==> src/hw/pmc_pkg.sv <==
// Constants, types and register map of the power-mode and clock controller
// Behaviour
// - Writing the stop select bit enters Stop once that write completes.
// - Stop halts internal oscillator, CPU and all digital peripherals; external oscillator untouched.
// - Only a reset ends Stop; then normal reset sequence, fetch from address zero.
// - Enabled missing clock detector resets out of Stop; disable it for long stops.
// - Writing the suspend bit halts CPU and internal oscillator after that write.
// - Suspend keeps all registers and memory; only port-match logic stays active.
// - Suspend ends on port 0-3 match, enabled comparator 0 low, or reset.
// - Non-reset wake resumes oscillator, CPU, peripherals; execution continues after the write.
// - A wake source set to interrupt is serviced right after waking.
// - A reset during Suspend runs the reset sequence and starts at address zero.
// - After any reset the internal oscillator, trimmed to 24 MHz, is system clock.
// - System clock is oscillator divided by 1 to 128; reset division is 128.
// - Coarse and fine trim registers adjust the oscillator, reset to factory values.
// - Suspending the oscillator stops CPU and peripheral clocks until a wake event.
package pmc_pkg;
   localparam int unsigned PMC_CLK_MHZ = 125;
   localparam int unsigned PMC_OSC_BASE_MHZ = 24;
   localparam int unsigned PMC_MCD_TIMEOUT_US = 100;
   localparam int unsigned PMC_MCD_CYCLES = PMC_MCD_TIMEOUT_US * PMC_CLK_MHZ;
   localparam int unsigned PMC_OSC_START_NS = 200;
   localparam int unsigned PMC_OSC_START_CYCLES = (PMC_OSC_START_NS * PMC_CLK_MHZ + 999) / 1000;
   localparam int unsigned PMC_RST_SEQ_NS = 128;
   localparam int unsigned PMC_RST_SEQ_CYCLES = (PMC_RST_SEQ_NS * PMC_CLK_MHZ + 999) / 1000;
   localparam int unsigned PMC_CNT_W = 24;
   localparam int unsigned PMC_ADDR_W = 8;
   localparam int unsigned PMC_DATA_W = 32;
   localparam int unsigned PMC_TRIM_W = 8;
   localparam int unsigned PMC_DIV_W = 3;
   localparam int unsigned PMC_PRE_W = 7;
   localparam int unsigned PMC_IRQ_W = 3;
   localparam int unsigned PMC_RSRC_W = 3;
   localparam logic [PMC_ADDR_W-1:0] PMC_OFS_PWR = 8'h00;
   localparam logic [PMC_ADDR_W-1:0] PMC_OFS_OSC = 8'h04;
   localparam logic [PMC_ADDR_W-1:0] PMC_OFS_COARSE = 8'h08;
   localparam logic [PMC_ADDR_W-1:0] PMC_OFS_FINE = 8'h0C;
   localparam logic [PMC_ADDR_W-1:0] PMC_OFS_MCD = 8'h10;
   localparam logic [PMC_ADDR_W-1:0] PMC_OFS_ISTAT = 8'h14;
   localparam logic [PMC_ADDR_W-1:0] PMC_OFS_IMASK = 8'h18;
   localparam logic [PMC_ADDR_W-1:0] PMC_OFS_MODE = 8'h1C;
   localparam int unsigned PMC_PWR_STOP_BIT = 1;
   localparam int unsigned PMC_OSC_DIV_LSB = 0;
   localparam int unsigned PMC_OSC_SUSPEND_BIT = 5;
   localparam int unsigned PMC_OSC_READY_BIT = 6;
   localparam int unsigned PMC_MCD_EN_BIT = 0;
   localparam int unsigned PMC_IRQ_PORT = 0;
   localparam int unsigned PMC_IRQ_CMP = 1;
   localparam int unsigned PMC_IRQ_OSCRDY = 2;
   localparam int unsigned PMC_MODE_STATE_LSB = 0;
   localparam int unsigned PMC_MODE_RSRC_LSB = 8;
   localparam int unsigned PMC_RSRC_EXT = 0;
   localparam int unsigned PMC_RSRC_INT = 1;
   localparam int unsigned PMC_RSRC_MCD = 2;
   localparam logic [PMC_DIV_W-1:0] PMC_DIV_RESET = 3'h7;
   localparam logic PMC_MCD_EN_RESET = 1'b0;
   localparam logic [PMC_IRQ_W-1:0] PMC_IMASK_RESET = 3'h0;
   localparam logic [15:0] PMC_RESET_VECTOR = 16'h0000;
   localparam logic [PMC_DATA_W-1:0] PMC_ZERO_WORD = 32'h0000_0000;

   typedef enum logic [2:0] {
      PMC_ST_RESET = 3'h0,
      PMC_ST_RUN = 3'h1,
      PMC_ST_SUSPEND = 3'h3,
      PMC_ST_WAKE = 3'h2,
      PMC_ST_STOP = 3'h6
   } pmc_state_e;

   typedef struct packed {
      logic [3:0] portMatch;
      logic cmp0En;
      logic cmp0Out;
   } pmc_wake_s;

   typedef struct packed {
      logic oscRun;
      logic sysClkEn;
      logic cpuClkEn;
      logic periphClkEn;
      logic portMatchEn;
   } pmc_clk_s;
endpackage

==> src/hw/pmc_power_ctrl.sv <==
// Power modes, wake logic and system clock control behind an APB slave
`timescale 1ns/1ps
module pmc_power_ctrl
   import pmc_pkg::*;
#(
   parameter int unsigned MCD_TIMEOUT_CYCLES = PMC_MCD_CYCLES,
   parameter int unsigned RST_SEQ_CYCLES = PMC_RST_SEQ_CYCLES,
   parameter int unsigned OSC_START_CYCLES = PMC_OSC_START_CYCLES,
   parameter int unsigned TRIM_W = PMC_TRIM_W
) (
   input wire logic clk,
   input wire logic sys_rst,
   input wire logic psel,
   input wire logic penable,
   input wire logic pwrite,
   input wire logic [PMC_ADDR_W-1:0] paddr,
   input wire logic [PMC_DATA_W-1:0] pwdata,
   output logic [PMC_DATA_W-1:0] prdata,
   output logic pready,
   output logic pslverr,
   input wire pmc_wake_s wake,
   input wire logic extRst,
   input wire logic intRstReq,
   input wire logic [TRIM_W-1:0] factoryCoarse,
   input wire logic [TRIM_W-1:0] factoryFine,
   output pmc_clk_s clkCtl,
   output logic [TRIM_W-1:0] coarseTrim,
   output logic [TRIM_W-1:0] fineTrim,
   output logic coreRst,
   output logic [15:0] resetVector,
   output logic irq
);
   pmc_state_e state_q;
   pmc_state_e state_d;
   logic [PMC_CNT_W-1:0] seqCnt_q;
   logic [PMC_CNT_W-1:0] mcdCnt_q;
   logic stopSel_q;
   logic suspend_q;
   logic [PMC_DIV_W-1:0] divSel_q;
   logic [TRIM_W-1:0] coarse_q;
   logic [TRIM_W-1:0] fine_q;
   logic mcdEn_q;
   logic [PMC_IRQ_W-1:0] status_q;
   logic [PMC_IRQ_W-1:0] status_d;
   logic [PMC_IRQ_W-1:0] statusSet;
   logic [PMC_IRQ_W-1:0] statusClr;
   logic [PMC_IRQ_W-1:0] mask_q;
   logic [PMC_RSRC_W-1:0] rsrc_q;
   logic [PMC_RSRC_W-1:0] rsrcNow;
   logic [PMC_DATA_W-1:0] prdata_q;
   logic [PMC_DATA_W-1:0] rdWord;
   logic rdHit;
   logic err_q;
   logic rdStat_q;
   logic apbSetup;
   logic apbAccess;
   logic cpuLive;
   logic wrEn;
   logic rdEn;
   logic seqRst;
   logic portWake;
   logic cmpWake;
   logic anyWake;
   logic mcdFire;
   logic anyRst;
   logic seqDone;
   logic oscStartDone;
   logic oscOn;
   logic divTick;
   pmc_clk_s clk_q;
   logic irq_q;
   logic coreRst_q;

   // APB phases; slave answers in the first access cycle with data from a flop
   assign apbSetup = psel && !penable;
   assign apbAccess = psel && penable;
   assign pready = apbAccess;
   assign prdata = prdata_q;
   assign pslverr = apbAccess && err_q;
   // The CPU is the only writer, so writes count only while it executes
   assign cpuLive = (state_q == PMC_ST_RUN);
   assign wrEn = apbAccess && pwrite && !err_q && cpuLive;
   assign rdEn = apbAccess && !pwrite && !err_q;

   // Wake detection is pure logic on the pins, no oscillator clock needed
   assign portWake = |wake.portMatch;
   assign cmpWake = wake.cmp0En && !wake.cmp0Out;
   assign anyWake = portWake || cmpWake;

   assign mcdFire = mcdEn_q && (state_q == PMC_ST_STOP)
      && (mcdCnt_q == PMC_CNT_W'(MCD_TIMEOUT_CYCLES - 1));
   assign rsrcNow[PMC_RSRC_EXT] = extRst;
   assign rsrcNow[PMC_RSRC_INT] = intRstReq;
   assign rsrcNow[PMC_RSRC_MCD] = mcdFire;
   assign anyRst = |rsrcNow;
   // Reset sequence reloads every control register, like a power-up
   assign seqRst = sys_rst || (state_q == PMC_ST_RESET);
   assign seqDone = (seqCnt_q == PMC_CNT_W'(RST_SEQ_CYCLES - 1));
   assign oscStartDone = (seqCnt_q == PMC_CNT_W'(OSC_START_CYCLES - 1));

   // Read decode, captured in the setup cycle
   always_comb begin
      rdWord = PMC_ZERO_WORD;
      rdHit = 1'b1;
      unique case (paddr)
         PMC_OFS_PWR: begin
            rdWord[PMC_PWR_STOP_BIT] = stopSel_q;
         end
         PMC_OFS_OSC: begin
            rdWord[PMC_OSC_DIV_LSB +: PMC_DIV_W] = divSel_q;
            rdWord[PMC_OSC_SUSPEND_BIT] = suspend_q;
            rdWord[PMC_OSC_READY_BIT] = oscOn && (state_q != PMC_ST_WAKE);
         end
         PMC_OFS_COARSE: begin
            rdWord[TRIM_W-1:0] = coarse_q;
         end
         PMC_OFS_FINE: begin
            rdWord[TRIM_W-1:0] = fine_q;
         end
         PMC_OFS_MCD: begin
            rdWord[PMC_MCD_EN_BIT] = mcdEn_q;
         end
         PMC_OFS_ISTAT: begin
            rdWord[PMC_IRQ_W-1:0] = status_q;
         end
         PMC_OFS_IMASK: begin
            rdWord[PMC_IRQ_W-1:0] = mask_q;
         end
         PMC_OFS_MODE: begin
            rdWord[PMC_MODE_STATE_LSB +: 3] = state_q;
            rdWord[PMC_MODE_RSRC_LSB +: PMC_RSRC_W] = rsrc_q;
         end
         default: begin
            rdHit = 1'b0;
         end
      endcase
   end

   always_ff @(posedge clk) begin
      if (sys_rst) begin
         prdata_q <= PMC_ZERO_WORD;
         err_q <= 1'b0;
         rdStat_q <= 1'b0;
      end else if (apbSetup) begin
         prdata_q <= rdWord;
         err_q <= !rdHit;
         rdStat_q <= (paddr == PMC_OFS_ISTAT);
      end
   end

   // Stop select: set by the write, left only through a reset
   always_ff @(posedge clk) begin
      if (seqRst) begin
         stopSel_q <= 1'b0;
      end else if (wrEn && paddr == PMC_OFS_PWR && pwdata[PMC_PWR_STOP_BIT]) begin
         stopSel_q <= 1'b1;
      end
   end

   // Suspend bit self-clears when the wake completes
   always_ff @(posedge clk) begin
      if (seqRst) begin
         suspend_q <= 1'b0;
      end else if (state_q == PMC_ST_WAKE && oscStartDone) begin
         suspend_q <= 1'b0;
      end else if (wrEn && paddr == PMC_OFS_OSC && pwdata[PMC_OSC_SUSPEND_BIT]) begin
         suspend_q <= 1'b1;
      end
   end

   always_ff @(posedge clk) begin
      if (seqRst) begin
         divSel_q <= PMC_DIV_RESET;
      end else if (wrEn && paddr == PMC_OFS_OSC) begin
         divSel_q <= pwdata[PMC_OSC_DIV_LSB +: PMC_DIV_W];
      end
   end

   // Trim values reloaded from the factory inputs on every reset sequence
   always_ff @(posedge clk) begin
      if (seqRst) begin
         coarse_q <= factoryCoarse;
         fine_q <= factoryFine;
      end else if (wrEn && paddr == PMC_OFS_COARSE) begin
         coarse_q <= pwdata[TRIM_W-1:0];
      end else if (wrEn && paddr == PMC_OFS_FINE) begin
         fine_q <= pwdata[TRIM_W-1:0];
      end
   end

   always_ff @(posedge clk) begin
      if (seqRst) begin
         mcdEn_q <= PMC_MCD_EN_RESET;
         mask_q <= PMC_IMASK_RESET;
      end else if (wrEn && paddr == PMC_OFS_MCD) begin
         mcdEn_q <= pwdata[PMC_MCD_EN_BIT];
      end else if (wrEn && paddr == PMC_OFS_IMASK) begin
         mask_q <= pwdata[PMC_IRQ_W-1:0];
      end
   end

   // Sticky wake events; a read clears only what it returned, sets win
   always_comb begin
      statusSet = '0;
      if (state_q == PMC_ST_SUSPEND) begin
         statusSet[PMC_IRQ_PORT] = portWake;
         statusSet[PMC_IRQ_CMP] = cmpWake;
      end
      statusSet[PMC_IRQ_OSCRDY] = (state_q == PMC_ST_WAKE) && oscStartDone;
      statusClr = '0;
      if (rdEn && rdStat_q) begin
         statusClr = prdata_q[PMC_IRQ_W-1:0];
      end
      status_d = (status_q & ~statusClr) | statusSet;
   end

   always_ff @(posedge clk) begin
      if (seqRst) begin
         status_q <= '0;
      end else begin
         status_q <= status_d;
      end
   end

   // Cause of the last reset sequence survives the sequence itself
   always_ff @(posedge clk) begin
      if (sys_rst) begin
         rsrc_q <= '0;
      end else if (anyRst && state_q != PMC_ST_RESET) begin
         rsrc_q <= rsrcNow;
      end
   end

   // Mode sequencer
   always_comb begin
      state_d = state_q;
      unique case (state_q)
         PMC_ST_RESET: begin
            if (anyRst) begin
               state_d = PMC_ST_RESET;
            end else if (seqDone) begin
               state_d = PMC_ST_RUN;
            end
         end
         PMC_ST_RUN: begin
            if (anyRst) begin
               state_d = PMC_ST_RESET;
            end else if (stopSel_q) begin
               state_d = PMC_ST_STOP;
            end else if (suspend_q) begin
               state_d = PMC_ST_SUSPEND;
            end
         end
         PMC_ST_SUSPEND: begin
            if (anyRst) begin
               state_d = PMC_ST_RESET;
            end else if (anyWake) begin
               state_d = PMC_ST_WAKE;
            end
         end
         PMC_ST_WAKE: begin
            if (anyRst) begin
               state_d = PMC_ST_RESET;
            end else if (oscStartDone) begin
               state_d = PMC_ST_RUN;
            end
         end
         PMC_ST_STOP: begin
            // Wake pins are ignored here on purpose
            if (anyRst) begin
               state_d = PMC_ST_RESET;
            end
         end
         default: begin
            state_d = PMC_ST_RESET;
         end
      endcase
   end

   always_ff @(posedge clk) begin
      if (sys_rst) begin
         state_q <= PMC_ST_RESET;
      end else begin
         state_q <= state_d;
      end
   end

   // Shared counter for reset length and oscillator start-up
   always_ff @(posedge clk) begin
      if (sys_rst || state_d != state_q) begin
         seqCnt_q <= '0;
      end else if (state_q == PMC_ST_RESET && anyRst) begin
         seqCnt_q <= '0;
      end else if (state_q == PMC_ST_RESET || state_q == PMC_ST_WAKE) begin
         seqCnt_q <= seqCnt_q + PMC_CNT_W'(1);
      end
   end

   // Detector counts missing oscillator edges while stopped
   always_ff @(posedge clk) begin
      if (sys_rst || state_q != PMC_ST_STOP || !mcdEn_q) begin
         mcdCnt_q <= '0;
      end else if (!mcdFire) begin
         mcdCnt_q <= mcdCnt_q + PMC_CNT_W'(1);
      end
   end

   // Oscillator restarts in the wake state, ahead of the CPU clock
   assign oscOn = (state_q == PMC_ST_RESET) || (state_q == PMC_ST_RUN)
      || (state_q == PMC_ST_WAKE);

   pmc_clk_div #(
      .DIV_W(PMC_DIV_W),
      .PRE_W(PMC_PRE_W)
   ) uDiv (
      .clk(clk),
      .sys_rst(sys_rst),
      .run(oscOn),
      .divSel(divSel_q),
      .tick(divTick)
   );

   always_ff @(posedge clk) begin
      if (sys_rst) begin
         clk_q <= '0;
      end else begin
         clk_q.oscRun <= oscOn;
         clk_q.sysClkEn <= divTick && oscOn;
         // CPU clock held back in Stop, Suspend and oscillator start-up
         clk_q.cpuClkEn <= divTick && (state_q == PMC_ST_RUN || state_q == PMC_ST_RESET);
         clk_q.periphClkEn <= divTick && (state_q == PMC_ST_RUN || state_q == PMC_ST_RESET);
         clk_q.portMatchEn <= (state_q != PMC_ST_STOP);
      end
   end

   always_ff @(posedge clk) begin
      if (sys_rst) begin
         irq_q <= 1'b0;
         coreRst_q <= 1'b1;
      end else begin
         irq_q <= |(status_d & mask_q);
         coreRst_q <= (state_d == PMC_ST_RESET);
      end
   end

   assign clkCtl = clk_q;
   assign coarseTrim = coarse_q;
   assign fineTrim = fine_q;
   assign coreRst = coreRst_q;
   assign resetVector = PMC_RESET_VECTOR;
   assign irq = irq_q;
endmodule

==> src/hw/pmc_clk_div.sv <==
// Power-of-two post-divider giving the system clock enable
`timescale 1ns/1ps
module pmc_clk_div
   import pmc_pkg::*;
#(
   parameter int unsigned DIV_W = PMC_DIV_W,
   parameter int unsigned PRE_W = PMC_PRE_W
) (
   input wire logic clk,
   input wire logic sys_rst,
   input wire logic run,
   input wire logic [DIV_W-1:0] divSel,
   output logic tick
);
   logic [PRE_W-1:0] cnt_q;
   logic [PRE_W-1:0] mask;
   logic tick_q;

   // Select n gives a period of 2**n cycles
   always_comb begin
      mask = PRE_W'((1 << divSel) - 1);
   end

   always_ff @(posedge clk) begin
      if (sys_rst || !run) begin
         cnt_q <= '0;
      end else if ((cnt_q & mask) == mask) begin
         cnt_q <= '0;
      end else begin
         cnt_q <= cnt_q + PRE_W'(1);
      end
   end

   // Stopped oscillator gives no ticks at all
   always_ff @(posedge clk) begin
      if (sys_rst || !run) begin
         tick_q <= 1'b0;
      end else begin
         tick_q <= ((cnt_q & mask) == mask);
      end
   end

   assign tick = tick_q;
endmodule

==> config.mk <==
export PLATFORM = sky130hd
export DESIGN_NAME = pmc_power_ctrl
export DESIGN_NICKNAME = d
export VERILOG_FILES = /design/src/hw/pmc_pkg.sv /design/src/hw/pmc_power_ctrl.sv /design/src/hw/pmc_clk_div.sv
export SDC_FILE = /design/constraint.sdc
export NUM_CORES = 1
export LEC_CHECK = 0
export ABC_AREA = 1
export BUFFER_PORTS_ARGS = -buffer_cell sky130_fd_sc_hd__buf_2
export CAP_MARGIN = 30
export CORE_MARGIN = 1
export CORE_UTILIZATION = 45
export DETAILED_ROUTE_END_ITERATION = 16
export HOLD_SLACK_MARGIN = 0.06
export MAX_ROUTING_LAYER = met4
export PLACE_DENSITY_LB_ADDON = 0.1
export SLEW_MARGIN = 20
export SYNTH_ARGS = -nofsm -noshare
export SYNTH_HDL_FRONTEND = slang
export SYNTH_SLANG_ARGS = --single-unit
==> constraint.sdc <==
create_clock -name clk -period 3.6 [get_ports clk]
set_input_delay 0.36 -clock clk [delete_from_list [all_inputs] [get_ports clk]]
set_output_delay 0.36 -clock clk [all_outputs]
set_load 0.01 [all_outputs]
======== Word level (Yosys, flattened, before mapping) ========
Cells that the tools add are included.
cells by class
  multiplexer cells ....................... 26
  shift-type cells ........................ 1
  bitwise logic cells ..................... 6
  reduce and logical (&&, ||, !) cells .... 57
  equal/unequal tests ..................... 19
  $add $sub $neg .......................... 4
operator list
  operator               count
  $add 24x1->24 const B  2
  $mux 8                 5
  $mux 3                 12
  $eq 8x5->1 const B     4
  $logic_and 1x1->1      26
  $eq 24x14->1 const B   1
  $eq 24x4->1 const B    1
  $eq 24x5->1 const B    1
  $eq 8x4->1 const B     2
  $pmux 3 s5             1
  $pmux 1 s7             2
  $logic_or 1x1->1       9
  $eq 8x3->1 const B     1
  $logic_not 8->1        1
  $reduce_or 8->1        1
  $add 7x1->7 const B    1
  $and 7x7->7            1
  $eq 7x7->1             1
  $logic_not 1->1        7
  $shl 1x3->7 const A    1
  $sub 7x2->7 const B    1
  $and 3x3->3            2
  $eq 3x2->1 const B     2
  $logic_not 3->1        2
  other kinds (21)       26
storage, ports and cells
  register bits ........................... 109
  input bits .............................. 69
  output and inout bits ................... 73
  logic and storage cells ................. 136

======== Logic depth before layout (Yosys ltp) ========
Gate-level depths: netlist (run 1).
  depth after elaboration ................. 10
  gate-level depth with buffers ........... 16
  mapped depth without buffers ............ 15

======== Hierarchy ========
A second synthesis (run 1) with hierarchy kept.
unflattened totals
  cell total of the unflattened synthesis .. 825
  area total of the unflattened synthesis .. 5,899.4 um^2
by module, submodules not included
  module          instances  sequential area each (um^2)  area each (um^2)  cells each
  pmc_power_ctrl  1          2,182.1                      5,511.5           774
  pmc_clk_div     1          160.2                        387.9             51

======== Least setup slack after synthesis (run 1) ========
No wires, ideal clock.
  kind .................................... register to register
  start ................................... register state_q[2]
  end ..................................... register coarse_q[0] (netlist: coarseTrim[0]), enable pin
  setup slack ............................. 1.604 ns
  path buffers ............................ 1
  cell stages (with the launch flop) ...... 7
  data required time ...................... 3.216 ns
  clock period less this slack ............ 1.996 ns
  arrival time ............................ 1.612 ns
  setup time .............................. 0.384 ns
  cells stage by stage .................... dfxtp_1 -> buf_6 -> nor2_1 -> nand2_1 -> inv_1 -> nand3_1 -> o21ai_0
between the ends
  longest elaborated chain between the ends .. 4
  elaborated cells on any way between the ends .. 6
  those cells by class .................... 1 x eq/ne; 5 x reduce/logical
RTL lines
  element                        line                   text
  start: declaration             pmc_power_ctrl.sv:33   pmc_state_e state_q;
  start signal: assignment       pmc_power_ctrl.sv:284  state_q <= state_d;
  $eq 3x1->1                     pmc_power_ctrl.sv:81   assign cpuLive = (state_q == PMC_ST_RUN);
  $logic_and 1x1->1              pmc_power_ctrl.sv:82   assign wrEn = apbAccess && pwrite && !err_q && cpuLive;
  $logic_and 1x1->1              pmc_power_ctrl.sv:184  end else if (wrEn && paddr == PMC_OFS_COARSE) begin
  $reduce_bool 2->1 (no line) *  -
  end signal: assignment         pmc_power_ctrl.sv:182  coarse_q <= factoryCoarse;
  end signal: assignment         pmc_power_ctrl.sv:185  coarse_q <= pwdata[TRIM_W-1:0];
  end: declaration               pmc_power_ctrl.sv:40   logic [TRIM_W-1:0] coarse_q;
Every way passes the cells marked *; elsewhere a longest branch is shown, timed or not.
A chain may end at the register's enable or synchronous reset.

======== Final worst setup path (run 1) ========
  start ................................... register state_q[2]
  end ..................................... register seqCnt_q[0]
between the ends
  longest elaborated chain between the ends .. 9
  elaborated cells on any way between the ends .. 24
  those cells by class .................... 5 x eq/ne; 11 x mux; 8 x reduce/logical
RTL lines
  element                    line                                         text
  $eq 3x3->1                 pmc_power_ctrl.sv:90, pmc_power_ctrl.sv:237
  $logic_and 1x1->1          pmc_power_ctrl.sv:90                         assign mcdFire = mcdEn_q && (state_q == PMC_ST_STOP)
  $logic_and 1x1->1          pmc_power_ctrl.sv:91                         && (mcdCnt_q == PMC_CNT_W'(MCD_TIMEOUT_CYCLES - 1));
  $reduce_or 3->1            pmc_power_ctrl.sv:95                         assign anyRst = |rsrcNow;
  $mux 3 (on tied branches)  -
  $pmux 3 s5                 pmc_power_ctrl.sv:237                        unique case (state_q)
  $ne 3x3->1                 pmc_power_ctrl.sv:290                        if (sys_rst || state_d != state_q) begin
  $logic_or 1x1->1           pmc_power_ctrl.sv:290
  $reduce_or 2->1 (no line)  -
  end signal: assignment     pmc_power_ctrl.sv:295                        seqCnt_q <= seqCnt_q + PMC_CNT_W'(1);
  end: declaration           pmc_power_ctrl.sv:35                         logic [PMC_CNT_W-1:0] seqCnt_q;
Several ways; a longest one is shown, not always the timed one.

==> results of run 1 <==
## worst max-delay path, delay by kind of cell (launching register included)
family        cells  cell delay, ns
flops             1            0.59
buf+inv           2            0.36
simple gates      8            1.41
## worst paths after layout
kind | startpoint | endpoint | slack [ns]
worst max-delay path | state_q[2] | seqCnt_q[0] | 1.12
worst max register to register | state_q[2] | seqCnt_q[0] | 1.12
worst min register to register | uDiv.tick | clkCtl[3] | 0.44
worst min-delay path | intRstReq | rsrc_q[1] | 0.21
## registers in the layout, summed over array words and instances, names as in the netlist
| name | count |
|---|---|
| mcdCnt_q | 24 |
| seqCnt_q | 24 |
| prdata | 11 |
| coarseTrim | 8 |
| fineTrim | 8 |
| uDiv.cnt_q | 7 |
| clkCtl | 4 |
| divSel_q | 3 |
| mask_q | 3 |
| rsrc_q | 3 |
| state_q | 3 |
| status_q | 3 |
| coreRst | 1 |
| err_q | 1 |
| irq | 1 |
| mcdEn_q | 1 |
| rdStat_q | 1 |
| stopSel_q | 1 |
| suspend_q | 1 |
| uDiv.tick | 1 |
## layout by cell type (no fill, tap or decap), drive strengths merged, types with 2 or more instances in the layout
master,n
a21oi,40
a31o,3
a31oi,4
buf,84
clkbuf,10
clkinv,3
conb,37
dfxtp,93
edfxtp,16
ha,5
inv,109
nand2,175
nand3,51
nand4,15
nor2,136
nor3,21
o211ai,8
o21a,2
o21ai,43
o22ai,2
xnor2,13
xor2,16
## final cells by class
| type | count | area share [%] |
|---|---|---|
| multi-input cells | 583 | 45.7 |
| flip-flops and latches | 109 | 34.5 |
| repair buffers | 84 | 6.34 |
| inverters | 108 | 6.05 |
| clock buffers | 10 | 3.37 |
| well taps | 176 | 3.24 |
| clock inverters | 5 | 0.756 |
## routing by layer
metal	vias up	share of wire, %	global-route usage [%]
met1	2408	44	25.5
li1	2701	-	-
met5	-	0	-
met3	11	4.2	4.68
met4	0	1.0	5.70
met2	125	51	37.1
## stage by stage
stage / setup WS, ns / util [%] / cell area, sq um / power [mW] / instances
floorplan: 1.60 / - / 6240 / 1.40 / 852
global placement: 1.16 / 49.1 / 6510 / 1.43 / 1060
detailed placement: 1.09 / 49.1 / 6510 / 1.43 / 1060
CTS: 1.08 / 51.2 / 6790 / 2.41 / 1075
global route: 0.848 / 51.2 / 6790 / 2.48 / 1075
finish: 1.12 / 51.2 / 6790 / 2.38 / 1075
## cell families (layout without fill, tap and decap cells)
group,after synthesis,after routing,share of synthesized area (%)
buf+inv,160,207,13.1
compound gates,109,109,10.1
simple gates,403,403,33.2
fa+ha+maj,5,5,1.02
xor+xnor,29,29,4.16
flops,109,109,38.4
other cells,1,37,0.0614
## synthesized netlist by cell type (all sizes together)
library cell	n	area [sq um]
xor2	16	140
nor4	1	21.3
clkbuf	8	30.0
nor2	136	766
edfxtp	16	480
o31ai	1	7.51
o32ai	1	8.76
o22ai	2	12.5
nor3	21	115
o21ai	43	215
nand2	175	706
buf	44	357
a211oi	1	7.51
a31oi	4	25.0
o211ai	8	65.1
ha	5	62.6
or2	1	6.26
o221ai	1	8.76
dfxtp	93	1860
o311a	1	10.0
o2111ai	1	8.76
xnor2	13	114
nand3	51	288
nand4	15	106
a31o	3	26.3
nor3b	1	7.51
a21oi	40	200
o21bai	1	7.51
nand3b	1	7.51
inv	108	410
o21a	2	15.0
or3	1	6.26
conb	1	3.75
## power groups by stage
| stage | Sequential, mW | Combinational, mW | Clock (mW) |
|---|---|---|---|
| floorplan | 1.30 | 0.104 | 0 |
| global placement | 1.29 | 0.132 | 0 |
| detailed placement | 1.29 | 0.135 | 0 |
| CTS | 1.27 | 0.135 | 1.01 |
| global route | 1.27 | 0.151 | 1.06 |
| finish | 1.27 | 0.135 | 0.975 |
==> impl_metrics.py, run 1 <==
metrics = {
    "cells_and_area": {
        "syn2layout_area_growth_pct": 11.1,
        "fillers": 1349,
        "multi_input_area_sq_um": 3100,
        "diodes": 0,
        "fin_nets": 969,
        "drive_gt1_share_pct": 19.6,
        "seq_area_sq_um": 2340,
    },
    "route": {
        "totalWireLength_microns": 13800,
        "drtPass1Iterations": 5,
        "wl_per_cell_microns": 12.8,
        "vias_per_cell": 4.88,
        "num_vias": 5245,
        "antenna_left": 0,
        "drt-initial-drc-count": 268,
        "post-route-drc-count": 0,
    },
    "power_and_ir_drop": {
        "ir_worst_vdd_mv": 0.266,
        "p_leak_nw": 2.86,
        "p_switching_mw": 0.543,
        "swShare_pct": 22.8,
        "pwr_density_cell_nw_per_um2": 350,
        "internal-power_mw": 1.83,
        "power_frac_seq_pct": 53.3,
        "pwr-share-comb_pct": 5.7,
        "power_frac_clock_pct": 41.0,
    },
    "clocking": {
        "htree_num_levels": 3,
        "clk_pin_slew_ns": 0.07,
        "clockRootBuffer": "clkbuf_16",
        "cts_tree": "done",
        "clockBufferDepth": 2,
        "cts_hold_buffers": 0,
        "cts_setup_buffers": 0,
        "worstSkewPairLatency_ns": 0.35,
        "clock_sinks": 109,
        "cts_resized": 0,
        "numCtsBuffers": 9,
    },
    "critical_path": {
        "worstPathMaxFanout": 24,
        "cp_data_required_time_ns": 3.88,
        "crit_chain": "inv_4 > nand2_8 > nor2_8 > nor2_8 > inv_2 > nand2_1 > nand3_2 > nor2_4 > nand2_4 > nor2_1",
        "end_kind": "flop",
        "path_common_cell": "nor2_8",
        "cp.arrival_ns": 2.76,
        "reg2regPathDepth": 10,
        "crit_path_max_incr_delay_ns": 0.59,
        "worst-setup-path-type": "reg -> reg",
        "start_kind": "flop",
        "cp_slowest_cell": "dfxtp_1",
    },
    "floorplan": {
        "start_util_pct": 46.1,
        "pin_count": 142,
        "core_area_sq_um": 13200,
        "num_rows": 42,
        "die_w_microns": 118,
        "die_h_microns": 118,
        "dieArea_sq_um": 14000,
    },
    "grt": {
        "grt-ovfl-total": 0,
        "antenna_found_initial": 0,
        "grt_usage_pct": 21.6,
        "grt_pass1_vias": 4928,
        "grt_max_degree": 25,
        "grt_pass1_wl_microns": 23400,
    },
    "timing": {
        "timing.slew.headroom_pct": 47.9,
        "max_freq_mhz": 402,
        "period_needed_ns": 2.48,
        "hold_viol": 0,
        "finalSetupViolCount": 0,
        "slew_viol_final": 0,
        "hold_slack_ns": 0.215,
        "period_share_pct": 69.0,
        "fin_worst_skew_ns": 0.00673,
        "rsz0062_at_grt": "false",
        "setup_tns_ns": 0,
        "worst_pin_slew_ns": 0.778,
    },
    "yosys": {
        "syn_area_sq_um": 6110,
        "synth-seq-cells": 109,
        "syn_inst": 816,
        "synthDistinctLibCells": 51,
        "synth.avg_cell_area_sq_um": 7.48,
        "yosys_warnings": 0,
        "ys_seq_area_share_pct": 38.4,
    },
    "place": {
        "dp_hpwl_microns": 10600,
        "place_congestion": 0.888,
        "port_buffers": 80,
    },
    "flow_run": {
        "cap_violations": 0,
    },
    "outcome": {
        "status": "finished, final reports clean",
    },
    "worst_hold_path": {
        "hold_class": "in -> reg",
        "whs_path_depth": 3,
    },
}
(Power assumes the default switching activity.)
==> inputs of run 2 (changes only) <==
ABC_AREA = 0   (was 1)
clock period = 2.07 ns   (was 3.6 ns; I/O delays follow)
==> run 2 against run 1 <==
Effect of this change: final cell count decreased by 13%; via count is 5.7% lower; largest cell class unchanged; sequential power rose by 72%; sequential share of layout area down 0.43 points; critical path depth down 4; register-to-register slack got worse by 1.1 ns; total power is 80% higher; area after synthesis decreased by 4.4%.
==> impl_metrics.py, run 2 <==
metrics = {
    "yosys": {
        "syn_inst": 651,
        "syn_area_sq_um": 5840,
        "yosys-top-cells-count": "dfxtp_1 (93), nand2_1 (76), nor2_1 (61), buf_4 (40), xor2_1 (32)",
        "yosys.area_share.simple_pct": 30.5,
        "synth_fa_ha_area_share_pct": 1.07,
        "synth-seq-cells": 109,
        "yosys_warnings": 0,
        "synth_top_area_cell": "dfxtp_1",
        "synthDistinctLibCells": 69,
        "synth.avg_cell_area_sq_um": 8.97,
        "synth_xor_area_share_pct": 7.35,
        "yosysMostFrequentCell": "dfxtp_1",
        "synth_edf_count": 16,
        "synth_compound_area_share_pct": 7.55,
        "synthArstFlopShare_pct": 0,
        "synth_top_cell_area_share_pct": 31.9,
        "synthTopCellsByArea": "dfxtp_1 (32%), edfxtp_1 (8.2%), buf_4 (5.1%), nand2_1 (4.9%), xor2_1 (4.8%)",
        "ys_seq_area_share_pct": 40.1,
        "synthMuxAreaShare_pct": 3.94,
        "synth_top_family_by_area": "simple AND/OR/NAND/NOR gates",
        "synth_flop_cell": "dfxtp_1",
    },
    "route": {
        "drtPass1Iterations": 5,
        "wl_met1_microns": 6530,
        "top_layer_used": "met4",
        "drt-initial-drc-count": 311,
        "routed-wl-met3_microns": 598,
        "num_vias": 4944,
        "dr_wl_met2_microns": 6520,
        "wl_per_cell_microns": 14.9,
        "totalWireLength_microns": 13800,
        "antenna_left": 0,
        "vias_per_cell": 5.32,
        "post-route-drc-count": 0,
    },
    "timing": {
        "worst_pin_slew_ns": 0.539,
        "period_share_pct": 97.3,
        "timing.slew.headroom_pct": 63.9,
        "finalSetupViolCount": 0,
        "fin_ws_ns": 0.0567,
        "hold_viol": 0,
        "max_freq_mhz": 497,
        "period_needed_ns": 2.01,
        "rsz0062_at_grt": "true",
        "slew_viol_final": 0,
        "fin_worst_skew_ns": 0.00973,
        "hold_slack_ns": 0.111,
    },
    "cells_and_area": {
        "final_common_cell": "dfxtp_1",
        "syn2layout_area_growth_pct": 17.8,
        "drive_gt1_share_pct": 25.7,
        "fin_nets": 827,
        "fillers": 1207,
        "diodes": 0,
        "layout_common_cells": "dfxtp_1 (92), buf_2 (80), nand2_1 (76)",
        "fin_cells": 930,
        "finalInstanceArea_sq_um": 6880,
    },
    "floorplan": {
        "start_util_pct": 46.3,
        "num_rows": 41,
        "dieArea_sq_um": 13400,
        "pin_count": 142,
        "die_h_microns": 116,
        "core_area_sq_um": 12600,
        "die_w_microns": 116,
    },
    "clocking": {
        "cts_hold_buffers": 0,
        "cts_tree": "done",
        "clockBufferDepth": 2,
        "htree_num_levels": 3,
        "cts_setup_buffers": 0,
        "clockRootBuffer": "clkbuf_16",
        "clk_pin_slew_ns": 0.07,
        "clock_sinks": 109,
        "numCtsBuffers": 9,
        "worstSkewPairLatency_ns": 0.36,
    },
    "worst_hold_path": {
        "hold_class": "in -> reg",
    },
    "grt": {
        "grt_pass1_wl_microns": 22200,
        "antenna_found_initial": 0,
        "grt-ovfl-total": 0,
        "grt_usage_pct": 21.8,
        "grt_max_degree": 25,
        "grt_pass1_vias": 4583,
    },
    "place": {
        "port_buffers": 80,
        "dpl_cell_area_sq_um": 6520,
        "dp_hpwl_microns": 9950,
        "place_congestion": 0.869,
        "place_ws_ns": -0.0404,
        "place_inst": 912,
    },
    "critical_path": {
        "end_kind": "flop",
        "cp_slowest_cell": "or3_1",
        "crit_path_max_incr_delay_ns": 0.38,
        "worst-setup-path-type": "reg -> reg",
        "crit_chain": "nor4_1 > nand4_1 > or3_1 > a31oi_2 > buf_12 > nor4_1",
        "cp_num_buf_inv": 1,
        "worstPathMaxFanout": 24,
        "cp_data_required_time_ns": 2.31,
        "crit_family": "simple AND/OR/NAND/NOR gates",
        "start_kind": "flop",
        "cp.arrival_ns": 2.25,
        "path_common_cell": "nor4_1",
    },
    "power_and_ir_drop": {
        "pwr_density_cell_nw_per_um2": 622,
        "ir_worst_vdd_mv": 0.529,
        "p_leak_nw": 2.66,
    },
    "flow_run": {
        "cap_violations": 0,
    },
    "outcome": {
        "status": "finished, final reports clean",
    },
}
==> run 2: changes by cell type in the layout (fill, tap and decap cells not counted), moves of 23 or more <==
| cell | change |
|---|---|
| nand2_1 | -87 |
| nor4_2 | +23 |
| a21oi_1 | -25 |
| nor2_4 | -27 |
| nor2_1 | -38 |
| inv_1 | -80 |
| buf_4 | +45 |
| o21ai_0 | -30 |
==> run 2: cells by family after synthesis <==
group	Yosys count
compound gates	63
flops	109
simple gates	310
fa+ha+maj	5
other cells	1
buf+inv	93
xor+xnor	49
mux	21
==> run 2: cell type report <==
cell class,instances,area (sq um),area share [%]
Tap cell,172,215,3.13
Clock inverter,6,66.3,0.964
Timing Repair Buffer,132,828,12.0
Sequential cell,109,2340,34.1
Clock buffer,10,250,3.64
Inverter,14,52.6,0.764
Multi-Input combinational cell,487,3120,45.4
==> run 2: worst register-to-register path: cells and delay by family (launching register included) <==
kind	cells	cell delay [ns]
buf+inv	1	0.23
compound gates	1	0.25
flops	1	0.35
simple gates	4	1.05
==> run 2: path summary, 6_finish.rpt <==
kind	slack (ns)	cells after the start	from	endpoint
worst max-delay path	0.06	6	mcdCnt_q[17]	seqCnt_q[3]
worst max register to register	0.06	6	mcdCnt_q[17]	seqCnt_q[3]
worst min register to register	0.46	2	prdata[3]	prdata[3]
worst min-delay path	0.11	3	pwdata[2]	divSel_q[2]
==> run 2: layer usage <==
layer  vias up  track usage [%]
met1      2371             28.6
met3        13             4.08
met5         -                -
li1       2427                -
met4         0             5.64
met2       133             34.3
==> run 2: power breakdown <==
group	internal, mW	switching [mW]	total, mW
sequential	2.17	0.0174	2.19
clock	1.02	0.802	1.82
combinational	0.104	0.166	0.271
total	3.29	0.986	4.28
==> run 2: repair_timing <==
action,in CTS,in global routing
resized for setup,1,4
cloned,0,2
endpoints found under the setup margin,19,24
pin swaps,1,2
endpoints found under the hold margin,0,0
==> run 2: stage by stage <==
step	TNS, ns	total power, mW	util, %
2_1_floorplan	0	2.45	-
3_3_place_gp	0	2.50	51.7
3_5_place_dp	-0.0797	2.50	51.7
4_1_cts	0	4.32	54.2
5_1_grt	-0.00563	4.44	54.5
6_report	0	4.28	54.5
==> inputs of run 3 (changes only) <==
CORE_UTILIZATION = 25   (was 45)
CTS_BUF_LIST = sky130_fd_sc_hd__clkbuf_16   (was not set)
==> run 3 against run 2 <==
Effect of this change: via count shrank 0.79%; global-route usage shrank 7.8 points; sequential share of layout area shrank 1.5 points; die area grew 78%; combinational power grew 8.5%; first-iteration DRC count grew 12%; count of clock-buffer cells in the layout shrank 1; non-clock buffer count grew 14; fmax grew 1.5%; final area grew 4.5%; register-to-register slack gained 0.03 ns; hold slack lost 0.0088 ns; largest cell class unchanged; highest routed layer unchanged.
==> impl_metrics.py, run 3 (synthesized netlist as in run 2, its figures left out) <==
metrics = {
    "grt": {
        "grt_usage_pct": 14.0,
        "grt_pass1_wl_microns": 25500,
        "use_met1_pct": 18.2,
        "grtUsageMet3_pct": 2.55,
        "busiest_layer": "met2",
        "grt-ovfl-total": 0,
        "grt_pass1_vias": 4908,
        "grt_max_degree": 25,
        "grt_use_met2_pct": 21.8,
        "antenna_found_initial": 1,
    },
    "cells_and_area": {
        "final_common_cell": "dfxtp_1",
        "syn2layout_area_growth_pct": 23.2,
        "drive_gt1_share_pct": 27.3,
        "finalInstanceArea_sq_um": 7190,
        "final_util_pct": 31.6,
        "fin_nets": 839,
        "layout_common_cells": "dfxtp_1 (92), buf_2 (80), nand2_1 (76)",
    },
    "clocking": {
        "clk_pin_slew_ns": 0.08,
        "cts_tree": "done",
        "htree_num_levels": 3,
        "numCtsBuffers": 9,
        "clockBufferDepth": 2,
        "clockRootBuffer": "clkbuf_16",
        "clock_sinks": 109,
        "cts_hold_buffers": 0,
        "worstSkewPairLatency_ns": 0.36,
    },
    "route": {
        "num_vias": 4905,
        "antenna_left": 0,
        "wl_per_cell_microns": 14.9,
        "post-route-drc-count": 0,
        "totalWireLength_microns": 16100,
        "vias_per_cell": 4.52,
        "drtPass1Iterations": 4,
        "drt-initial-drc-count": 347,
    },
    "place": {
        "place_congestion": 0.788,
        "port_buffers": 80,
        "dpl_cell_area_sq_um": 6780,
        "dp_hpwl_microns": 11700,
    },
    "timing": {
        "hold_viol": 0,
        "timing.slew.headroom_pct": 59.9,
        "max_freq_mhz": 504,
        "period_share_pct": 95.8,
        "hold_slack_ns": 0.102,
        "fin_worst_skew_ns": 0.0135,
        "worst_pin_slew_ns": 0.596,
        "slew_viol_final": 0,
        "period_needed_ns": 1.98,
        "setup_tns_ns": 0,
        "finalSetupViolCount": 0,
    },
    "floorplan": {
        "die_h_microns": 155,
        "num_rows": 55,
        "start_util_pct": 25.6,
        "dieArea_sq_um": 24000,
        "core_area_sq_um": 22800,
        "pin_count": 142,
        "die_w_microns": 155,
    },
    "power_and_ir_drop": {
        "pwr_density_cell_nw_per_um2": 593,
        "ir_worst_vdd_mv": 0.311,
        "p_leak_nw": 2.73,
    },
    "critical_path": {
        "worst-setup-path-type": "reg -> reg",
        "end_kind": "flop",
        "worstPathMaxFanout": 12,
        "crit_chain": "a221o_1 > or4_4 > clkbuf_16 > nor4_2",
        "start_kind": "flop",
        "crit_path_max_incr_delay_ns": 0.57,
        "cp_slowest_cell": "or4_4",
        "reg2regPathDepth": 4,
        "cp.arrival_ns": 2.25,
        "cp_data_required_time_ns": 2.34,
        "r2r_setup_slack_ns": 0.09,
    },
    "worst_hold_path": {
        "hold_class": "in -> reg",
        "whs_path_depth": 3,
    },
    "outcome": {
        "status": "finished, final reports clean",
    },
    "flow_run": {
        "cap_violations": 0,
    },
}
[run 3: layout make-up]
cell class	count	area (sq um)
Antenna cell	1	2.50
Clock buffer	9	225
Clock inverter	7	66.3
Fill cell	2407	15600
Inverter	14	52.6
Multi-Input combinational cell	485	3130
Sequential cell	109	2340
Tap cell	313	392
Timing Repair Buffer	146	972
[run 3: stage by stage]
| step | std cells | setup slack (ns) | power [mW] |
|---|---|---|---|
| final | 1084 | 0.0867 | 4.26 |
| after global routing | 1084 | -0.00472 | 4.45 |
| after CTS | 1079 | 0.0111 | 4.30 |
| after detailed placement | 1063 | 0.00736 | 2.52 |
| after global placement | 1063 | 0.0513 | 2.51 |
| after floorplan | 687 | 0.0195 | 2.45 |
[run 3: path summary, 6_finish.rpt]
path | from | end
worst min register to register | prdata[5] | prdata[5]
worst min-delay path | factoryCoarse[0] | coarseTrim[0]
worst max-delay path | state_q[2] | seqCnt_q[6]
worst max register to register | state_q[2] | seqCnt_q[6]
[run 3: critical path: cells and delay by family, from the launching register on]
family | cells | cell delay (ns)
AOI/OAI and AO/OA | 1 | 0.41
buffers and inverters | 1 | 0.21
DFF | 1 | 0.46
and+or+nand+nor | 2 | 0.81
[run 3: metal layers]
layer  vias up  share of wire (%)
met3        13                3.5
met5         -                  0
met2       105                 46
met1      2339                 49
li1       2448                  -
met4         0                1.4
[run 3: what timing repair did]
action                                  in CTS  in global routing
gates resized for setup                      0                  9
endpoints found under the setup margin       0                 24
buffers inserted                             0                  1
[run 3: power breakdown]
part	internal, mW	switching, mW	leakage (nW)
clock	0.939	0.837	0.151
sequential	2.17	0.0184	0.921
combinational	0.116	0.178	1.66
total	3.23	1.03	2.73
